[config.mk]
export PLATFORM = sky130hd
export DESIGN_NAME = gated_serial_in_shift8
export DESIGN_NICKNAME = d
export VERILOG_FILES = /design/src/rtl/shift8_pkg.sv /design/src/rtl/gated_serial_in_shift8.sv
export SDC_FILE = /design/constraint.sdc
export NUM_CORES = 1
export LEC_CHECK = 0
export BUFFER_PORTS_ARGS = -buffer_cell sky130_fd_sc_hd__buf_2
export CORE_MARGIN = 10
export CORE_UTILIZATION = 55
export DETAILED_ROUTE_END_ITERATION = 16
export PLACE_DENSITY = 0.73
export SYNTH_ARGS = -nofsm -noshare
export SYNTH_HDL_FRONTEND = slang
export SYNTH_HIERARCHICAL = 1
export SYNTH_SLANG_ARGS = --single-unit
[constraint.sdc]
create_clock -name mclk -period 5.4 [get_ports mclk]
set_input_delay 1.08 -clock mclk [delete_from_list [all_inputs] [get_ports mclk]]
set_output_delay 1.08 -clock mclk [all_outputs]
set_load 0.02 [all_outputs]
[src/rtl/shift8_pkg.sv]
// Shared constants for the gated serial-in, parallel-out shift register.
// Assumes every user writes package::name; nothing is imported.
package shift8_pkg;
    localparam int unsigned STAGES       = 8;
    localparam int unsigned FIFO_DEPTH   = 8;
    localparam int unsigned CNT_W        = $clog2(STAGES);
    localparam logic [7:0]  STAGE_RESET  = 8'h00;
    localparam logic [CNT_W-1:0] CNT_LAST = CNT_W'(STAGES - 1);
endpackage : shift8_pkg

[src/rtl/gated_serial_in_shift8.sv]
// Eight-stage shift chain with AND-gated serial entry and async clear,
// plus a word FIFO collecting every eighth shifted pattern while it has room.
// Assumes serial inputs are synchronous to mclk; one clock domain.
`timescale 1ns/1ns
`default_nettype none

////////////////////////////////////////////////////////////////////////////
// Word FIFO between the framing logic and the consumer.
// Storage is a flop array addressed by wrapping write and read indexes.
// A push is taken only while in_ready stood high before the edge, so a
// push and a pop in the same cycle on a full FIFO still refuse the push.
// This keeps the ready flag a pure flop at the cost of one lost slot of
// throughput at the full boundary.
// The head word is registered too, so out_data is always a flop output
// and follows the read index at the same edge that takes each pop.
// Reset is synchronous: the FIFO empties and in_ready rises at the edge
// where rstn is sampled low.
// The count is one bit wider than the indexes so that full and empty
// are told apart without a spare slot.
// WIDTH and DEPTH may be changed; a depth of one still gets a one-bit
// index so that no zero-width vector is declared.
module word_fifo #(
    parameter int unsigned WIDTH = 8,
    parameter int unsigned DEPTH = shift8_pkg::FIFO_DEPTH
) (
    input  wire logic             mclk,
    input  wire logic             rstn,
    input  wire logic             in_valid,
    output logic                  in_ready,
    input  wire logic [WIDTH-1:0] in_data,
    output logic                  out_valid,
    input  wire logic             out_ready,
    output logic      [WIDTH-1:0] out_data
);
    localparam int unsigned PW = (DEPTH > 1) ? $clog2(DEPTH) : 1;

    typedef struct packed {
        logic [DEPTH-1:0][WIDTH-1:0] mem;
        logic [PW-1:0]               wr;
        logic [PW-1:0]               rd;
        logic [PW:0]                 count;
        logic                        ready;
        logic                        valid;
        logic [WIDTH-1:0]            head;
    } fifo_state_type;

    fifo_state_type s_q;
    fifo_state_type s_d;

    function automatic logic [PW-1:0] bump(input logic [PW-1:0] p);
        bump = (p == PW'(DEPTH - 1)) ? '0 : p + PW'(1);
    endfunction : bump

    logic push;
    logic pop;
    assign push = in_valid && s_q.ready;
    assign pop  = out_ready && s_q.valid;

    always_comb begin
        s_d = s_q;
        if (push) begin
            s_d.mem[s_q.wr] = in_data;
            s_d.wr          = bump(s_q.wr);
        end
        if (pop) begin
            s_d.rd = bump(s_q.rd);
        end
        if (push && !pop) begin
            s_d.count = s_q.count + (PW+1)'(1);
        end else if (pop && !push) begin
            s_d.count = s_q.count - (PW+1)'(1);
        end
        // Flags and head are registered so the top sees pure flop outputs
        s_d.ready = (s_d.count != (PW+1)'(DEPTH));
        s_d.valid = (s_d.count != '0);
        s_d.head  = s_d.mem[s_d.rd];
        if (!rstn) begin
            s_d       = '0;
            s_d.ready = 1'b1;
        end
    end

    always_ff @(posedge mclk) begin
        s_q <= s_d;
    end

    assign in_ready  = s_q.ready;
    assign out_valid = s_q.valid;
    assign out_data  = s_q.head;
endmodule : word_fifo

////////////////////////////////////////////////////////////////////////////
// Serial-in, parallel-out chain. Stage 0 is the first stage and takes
// the gated entry bit; stage 7 is the last and drops out of the chain.
// The framing counter and the word FIFO sit beside the chain and never
// hold it back; an async clear restarts framing but leaves the FIFO.
// rstn is synchronous and clears chain, counter and FIFO together.
module gated_serial_in_shift8 #(
    parameter int unsigned FIFO_DEPTH = shift8_pkg::FIFO_DEPTH
) (
    input  wire logic       mclk,
    input  wire logic       rstn,
    input  wire logic       async_clear_n,
    input  wire logic       serial_in_a,
    input  wire logic       serial_in_b,
    output logic      [7:0] stage_out,
    output logic            word_valid,
    input  wire logic       word_ready,
    output logic      [7:0] word_data,
    output logic            fill_ready
);
    typedef struct packed {
        logic [7:0]                        stage;
        logic [shift8_pkg::CNT_W-1:0]      count;
    } chain_state_type;

    chain_state_type c_q;
    chain_state_type c_d;
    logic            word_push;
    logic            entry_bit;
    logic      [7:0] word_next;

    ////////////////////////////////////////////////////////////////////////
    // Helpers

    // AND gate: either input low forces zero into the first stage
    function automatic logic gate_entry(
        input logic a,
        input logic b
    );
        gate_entry = a & b;
    endfunction : gate_entry

    // One-position move toward the last stage, new bit into stage 0
    function automatic logic [7:0] shift_once(
        input logic [7:0] s,
        input logic       bit_in
    );
        shift_once = {s[6:0], bit_in};
    endfunction : shift_once

    // Framing counter wraps after the eighth shift of a word
    function automatic logic [shift8_pkg::CNT_W-1:0] next_count(
        input logic [shift8_pkg::CNT_W-1:0] c
    );
        if (c == shift8_pkg::CNT_LAST) begin
            next_count = '0;
        end else begin
            next_count = c + shift8_pkg::CNT_W'(1);
        end
    endfunction : next_count

    // High in the cycle whose closing edge shifts in a word's last bit
    function automatic logic word_edge(
        input logic [shift8_pkg::CNT_W-1:0] c
    );
        word_edge = (c == shift8_pkg::CNT_LAST);
    endfunction : word_edge

    ////////////////////////////////////////////////////////////////////////
    // Chain

    assign entry_bit = gate_entry(serial_in_a, serial_in_b);

    always_comb begin
        c_d       = c_q;
        c_d.stage = shift_once(c_q.stage, entry_bit);
        c_d.count = next_count(c_q.count);
        if (!rstn) begin
            c_d.stage = shift8_pkg::STAGE_RESET;
            c_d.count = '0;
        end
    end

    // Clear is asynchronous so stage outputs drop without waiting for mclk;
    // the word counter restarts with it to keep byte framing aligned.
    always_ff @(posedge mclk or negedge async_clear_n) begin
        if (!async_clear_n) begin
            c_q.stage <= shift8_pkg::STAGE_RESET;
            c_q.count <= '0;
        end else begin
            c_q <= c_d;
        end
    end

    // A full window of eight fresh bits is offered to the FIFO; a full
    // FIFO drops it, since the chain itself never stalls.
    ////////////////////////////////////////////////////////////////////////
    // Framing into the FIFO

    assign word_push = rstn && async_clear_n && word_edge(c_q.count);
    assign word_next = c_d.stage;

    word_fifo #(
        .WIDTH (8),
        .DEPTH (FIFO_DEPTH)
    ) u_fifo (
        .mclk      (mclk),
        .rstn      (rstn),
        .in_valid  (word_push),
        .in_ready  (fill_ready),
        .in_data   (word_next),
        .out_valid (word_valid),
        .out_ready (word_ready),
        .out_data  (word_data)
    );

    ////////////////////////////////////////////////////////////////////////
    // Parallel outputs

    assign stage_out = c_q.stage;
endmodule : gated_serial_in_shift8

`default_nettype wire

==> results.md <==
* Status: complete, no violations
* Synthesized Nets at 471
* Worst slew pin tran at 0.840 ns
* Setup crit end: u_fifo/out_data[7]$_SDFF_PN0_
* Worst-Skew Late Latency at 0.36 ns
* # IOs at 24
* Clock power share at 35.1%
* Clk pin slew, worst setup/hold paths at 0.09 ns
* PwrDens at 323 nW/um2
* Root buffer cell: clkbuf_8
* Crit. Startpoint: rstn
* First-pass GRT wire length at 16400 um
* Fin nets at 463
* # diodes at 0
* Reg2reg path depth at 8
* DIE WIDTH at 110 um
* Post-CTS Resized at 0
* Final Max Slew Viols at 0
* Int Pwr at 1.07 mW
* CP bufs+invs at 1
* Area share of the largest cell type after synthesis at 38.2%
* Critical path type: in2reg
* First-pass DRT Iterations at 5
* Total Power at 1.50 mW
* # hold bufs at CTS at 0
* Reg power frac at 50.4%
* Drt total wl at 10200 um
* WL/cell at 18.3 um
* Critical-path cell list: buf_2 -> and3_1 -> nand2_2 -> or4_1 -> mux2i_1 -> nor2_1 -> a221o_1
* Area leader, netlist: dfxtp_1
* Switching share of power at 28.5%
* Die height at 110 um
* Cell depth of the worst hold path at 1
* Largest net degree at the start of global routing at 58
* Setup ws final at 2.39 ns
* RePlAce Congestion at 0.834
* Synth Area in Adders at 2.27%
* Total global routing overflow at 0
* Critical path depth in cells at 7
* Worst EP required at 5.65 ns
* Vias in the first global route at 3158
* Post-Syn Area per Cell at 9.64 um2
* Final setup violation count at 0
* Placement Cell Area at 4420 um2
* Total CTS buffers at 9
* DIE AREA at 12000 um2
* Min Tclk post-route at 3.01 ns
* 1st-iter DRT viols at 234
* Metal3 WL at 621 um
* Post-CTS Setup Inserts at 0
* Core area at 7770 um2
* Final Core Density at 59.8%
* Final clock skew at 0.0130 ns
* Max clock buf depth at 2
* Sequential fraction of the synthesis area at 44.4%
* Max stage delay on crit path at 0.71 ns
* Vias at 3435
* Port bufs at 23
* Cells after synthesis at 457
* CP Capture Type: flop
* Worst vdd ir at 127 uV
* Min-Delay Path Class: reg2reg
* Total GRT Usage at 17.1%
* Met1 wire length at 4690 um
* Synth Area in Compound Gates at 17.6%
* Flop and latch count out of synthesis at 95
* Share of synthesized registers carrying an async set or reset at 11.6%
* DRC Markers at 0
* Post-synth EDFFs at 0
* CP max-delay cell: or4_1
* Max Cap Viol at 0
* H-tree depth at 3
* Worst Path Arrival at 3.26 ns
* Hold WS at 0.458 ns
* Initial antenna violation count at 0
* CTS tree: done
* Site Rows at 32
* Starting Density at 56.7%
* Combinational family with the most area after synthesis: compound AO/OA/AOI/OAI gates
* Critical R2R Launch: c_q[0]$_DFF_PN0_
* Post-synth top flop: dfxtp_1
* Reg2reg setup slack at 2.72 ns
* Top sig layer: met4
* Post-Synth Simple-Gate Area at 17.1%
* Final HPWL DP at 7050 um
* Setup TNS at 0 ns
* Leak Pwr at 1.75 nW
* Post-synthesis mux area share at 11.6%
* Net Sw Power at 0.427 mW
* RSZ-0062 raised after global routing: false
* Top area cells in the synthesized netlist: dfxtp_1, mux2i_1, dfrtp_1
* Fmax at 0.332 GHz
* FF-to-FF End: u_fifo/out_data[7]$_SDFF_PN0_
* Dpl ws at 2.03 ns
* Warnings from Yosys at 6
* Netlist Area Pre-Place at 4410 um2
* Final Hold Fails at 0
* Area growth syn-to-layout at 5.40%
* Synth Area in XOR/XNOR at 0.398%
* Fillers at 680
* Cell variety after synth at 58
* Combinational share of power at 14.5%
* CP delay by family, top: simple AND/OR/NAND/NOR gates
* Layout cells sized above 1 at 16.3%
* Via-to-Cell Ratio at 6.18
* TritonCTS Sinks at 95
* Commonest cells after routing, fill and taps aside: dfxtp_1, nor2_1, mux2i_1
* Inst Count DP at 540
* Worst Setup Start Kind: primary input
* Met2 WL at 4740 um
* Worst-path maximum fanout at 19
* Slew HR at 43.9%
* Routed Antenna Nets at 0
* Final period util at 55.8%
* Final instance area at 4640 um2
* Fin cells at 556
* Most common cell after layout, fill and taps aside: dfxtp_1
-- cell usage after synthesis (6+ instances only) --
master and count:
nor2_1 57, o221ai_1 15, nand4_1 8, dfrtp_1 11, mux2i_1 51, o31a_1 15, and2_2 6, dfxtp_1 84
o22a_1 7, a21oi_1 24, ha_1 8, clkbuf_1 15, nand3_1 16, nand2_1 29, buf_4 17, o221a_2 7
inv_1 6, o21ai_0 11, buf_2 10
-- how the worst min path moves through the flow --
stage | startpoint | endpoint | slack (ns)
after floorplan | c_q[0]$_DFF_PN0_ | c_q[0]$_DFF_PN0_ | 0.41
after global placement | c_q[0]$_DFF_PN0_ | c_q[0]$_DFF_PN0_ | 0.43
after detailed placement | u_fifo/s_q[78]$_SDFF_PN0_ | u_fifo/s_q[78]$_SDFF_PN0_ | 0.45
after CTS | u_fifo/s_q[78]$_SDFF_PN0_ | u_fifo/s_q[78]$_SDFF_PN0_ | 0.46
after global routing | c_q[0]$_DFF_PN0_ | c_q[0]$_DFF_PN0_ | 0.48
final | c_q[0]$_DFF_PN0_ | c_q[0]$_DFF_PN0_ | 0.46
-- power groups by stage --
stage / logic [mW] / clock network [mW] / registers (mW)
detailed placement: 0.215 / 0 / 0.771
CTS: 0.215 / 0.537 / 0.756
floorplan: 0.168 / 0 / 0.763
global placement: 0.211 / 0 / 0.771
global route: 0.237 / 0.562 / 0.761
finish: 0.217 / 0.526 / 0.756
-- final cells by class --
cell class	instances	area, um2	share of cell area (%)
Inverter	6	22.5	0.485
Sequential cell	95	1960	42.1
Multi-Input combinational cell	309	2160	46.5
Clock buffer	10	138	2.96
Timing Repair Buffer	28	153	3.29
Clock inverter	6	88.8	1.91
Tap cell	102	128	2.75
-- routing by layer --
| layer | vias up | global-route usage [%] |
|---|---|---|
| met5 | - | 0 |
| met4 | 0 | 5.30 |
| met3 | 12 | 3.39 |
| met2 | 106 | 27.0 |
| met1 | 1693 | 23.0 |
| li1 | 1624 | - |
-- kinds of logic (layout without fill, tap and decap cells) --
kind of cell / after synthesis / count (layout)
simple gates: 149 / 149
mux: 51 / 51
flops: 95 / 95
xor+xnor: 2 / 2
compound gates: 99 / 99
fa+ha+maj: 8 / 8
buf+inv: 53 / 50
-- worst reg2reg max path, cell delays in order (launching register included) --
cell	delay, ns
dfrtp_1	0.37
ha_1	0.16
ha_1	0.18
and3_1	0.31
nand2_2	0.21
or4_1	0.71
mux2i_1	0.28
nor2_1	0.08
a221o_1	0.28
-- sequential cells by signal (all words and copies together), names as in the netlist --
signal,flops
c_q,3
stage_out,8
u_fifo/in_ready,1
u_fifo/out_data,8
u_fifo/out_valid,1
u_fifo/s_q,74
No activity file was read; power rests on OpenSTA's default activity.
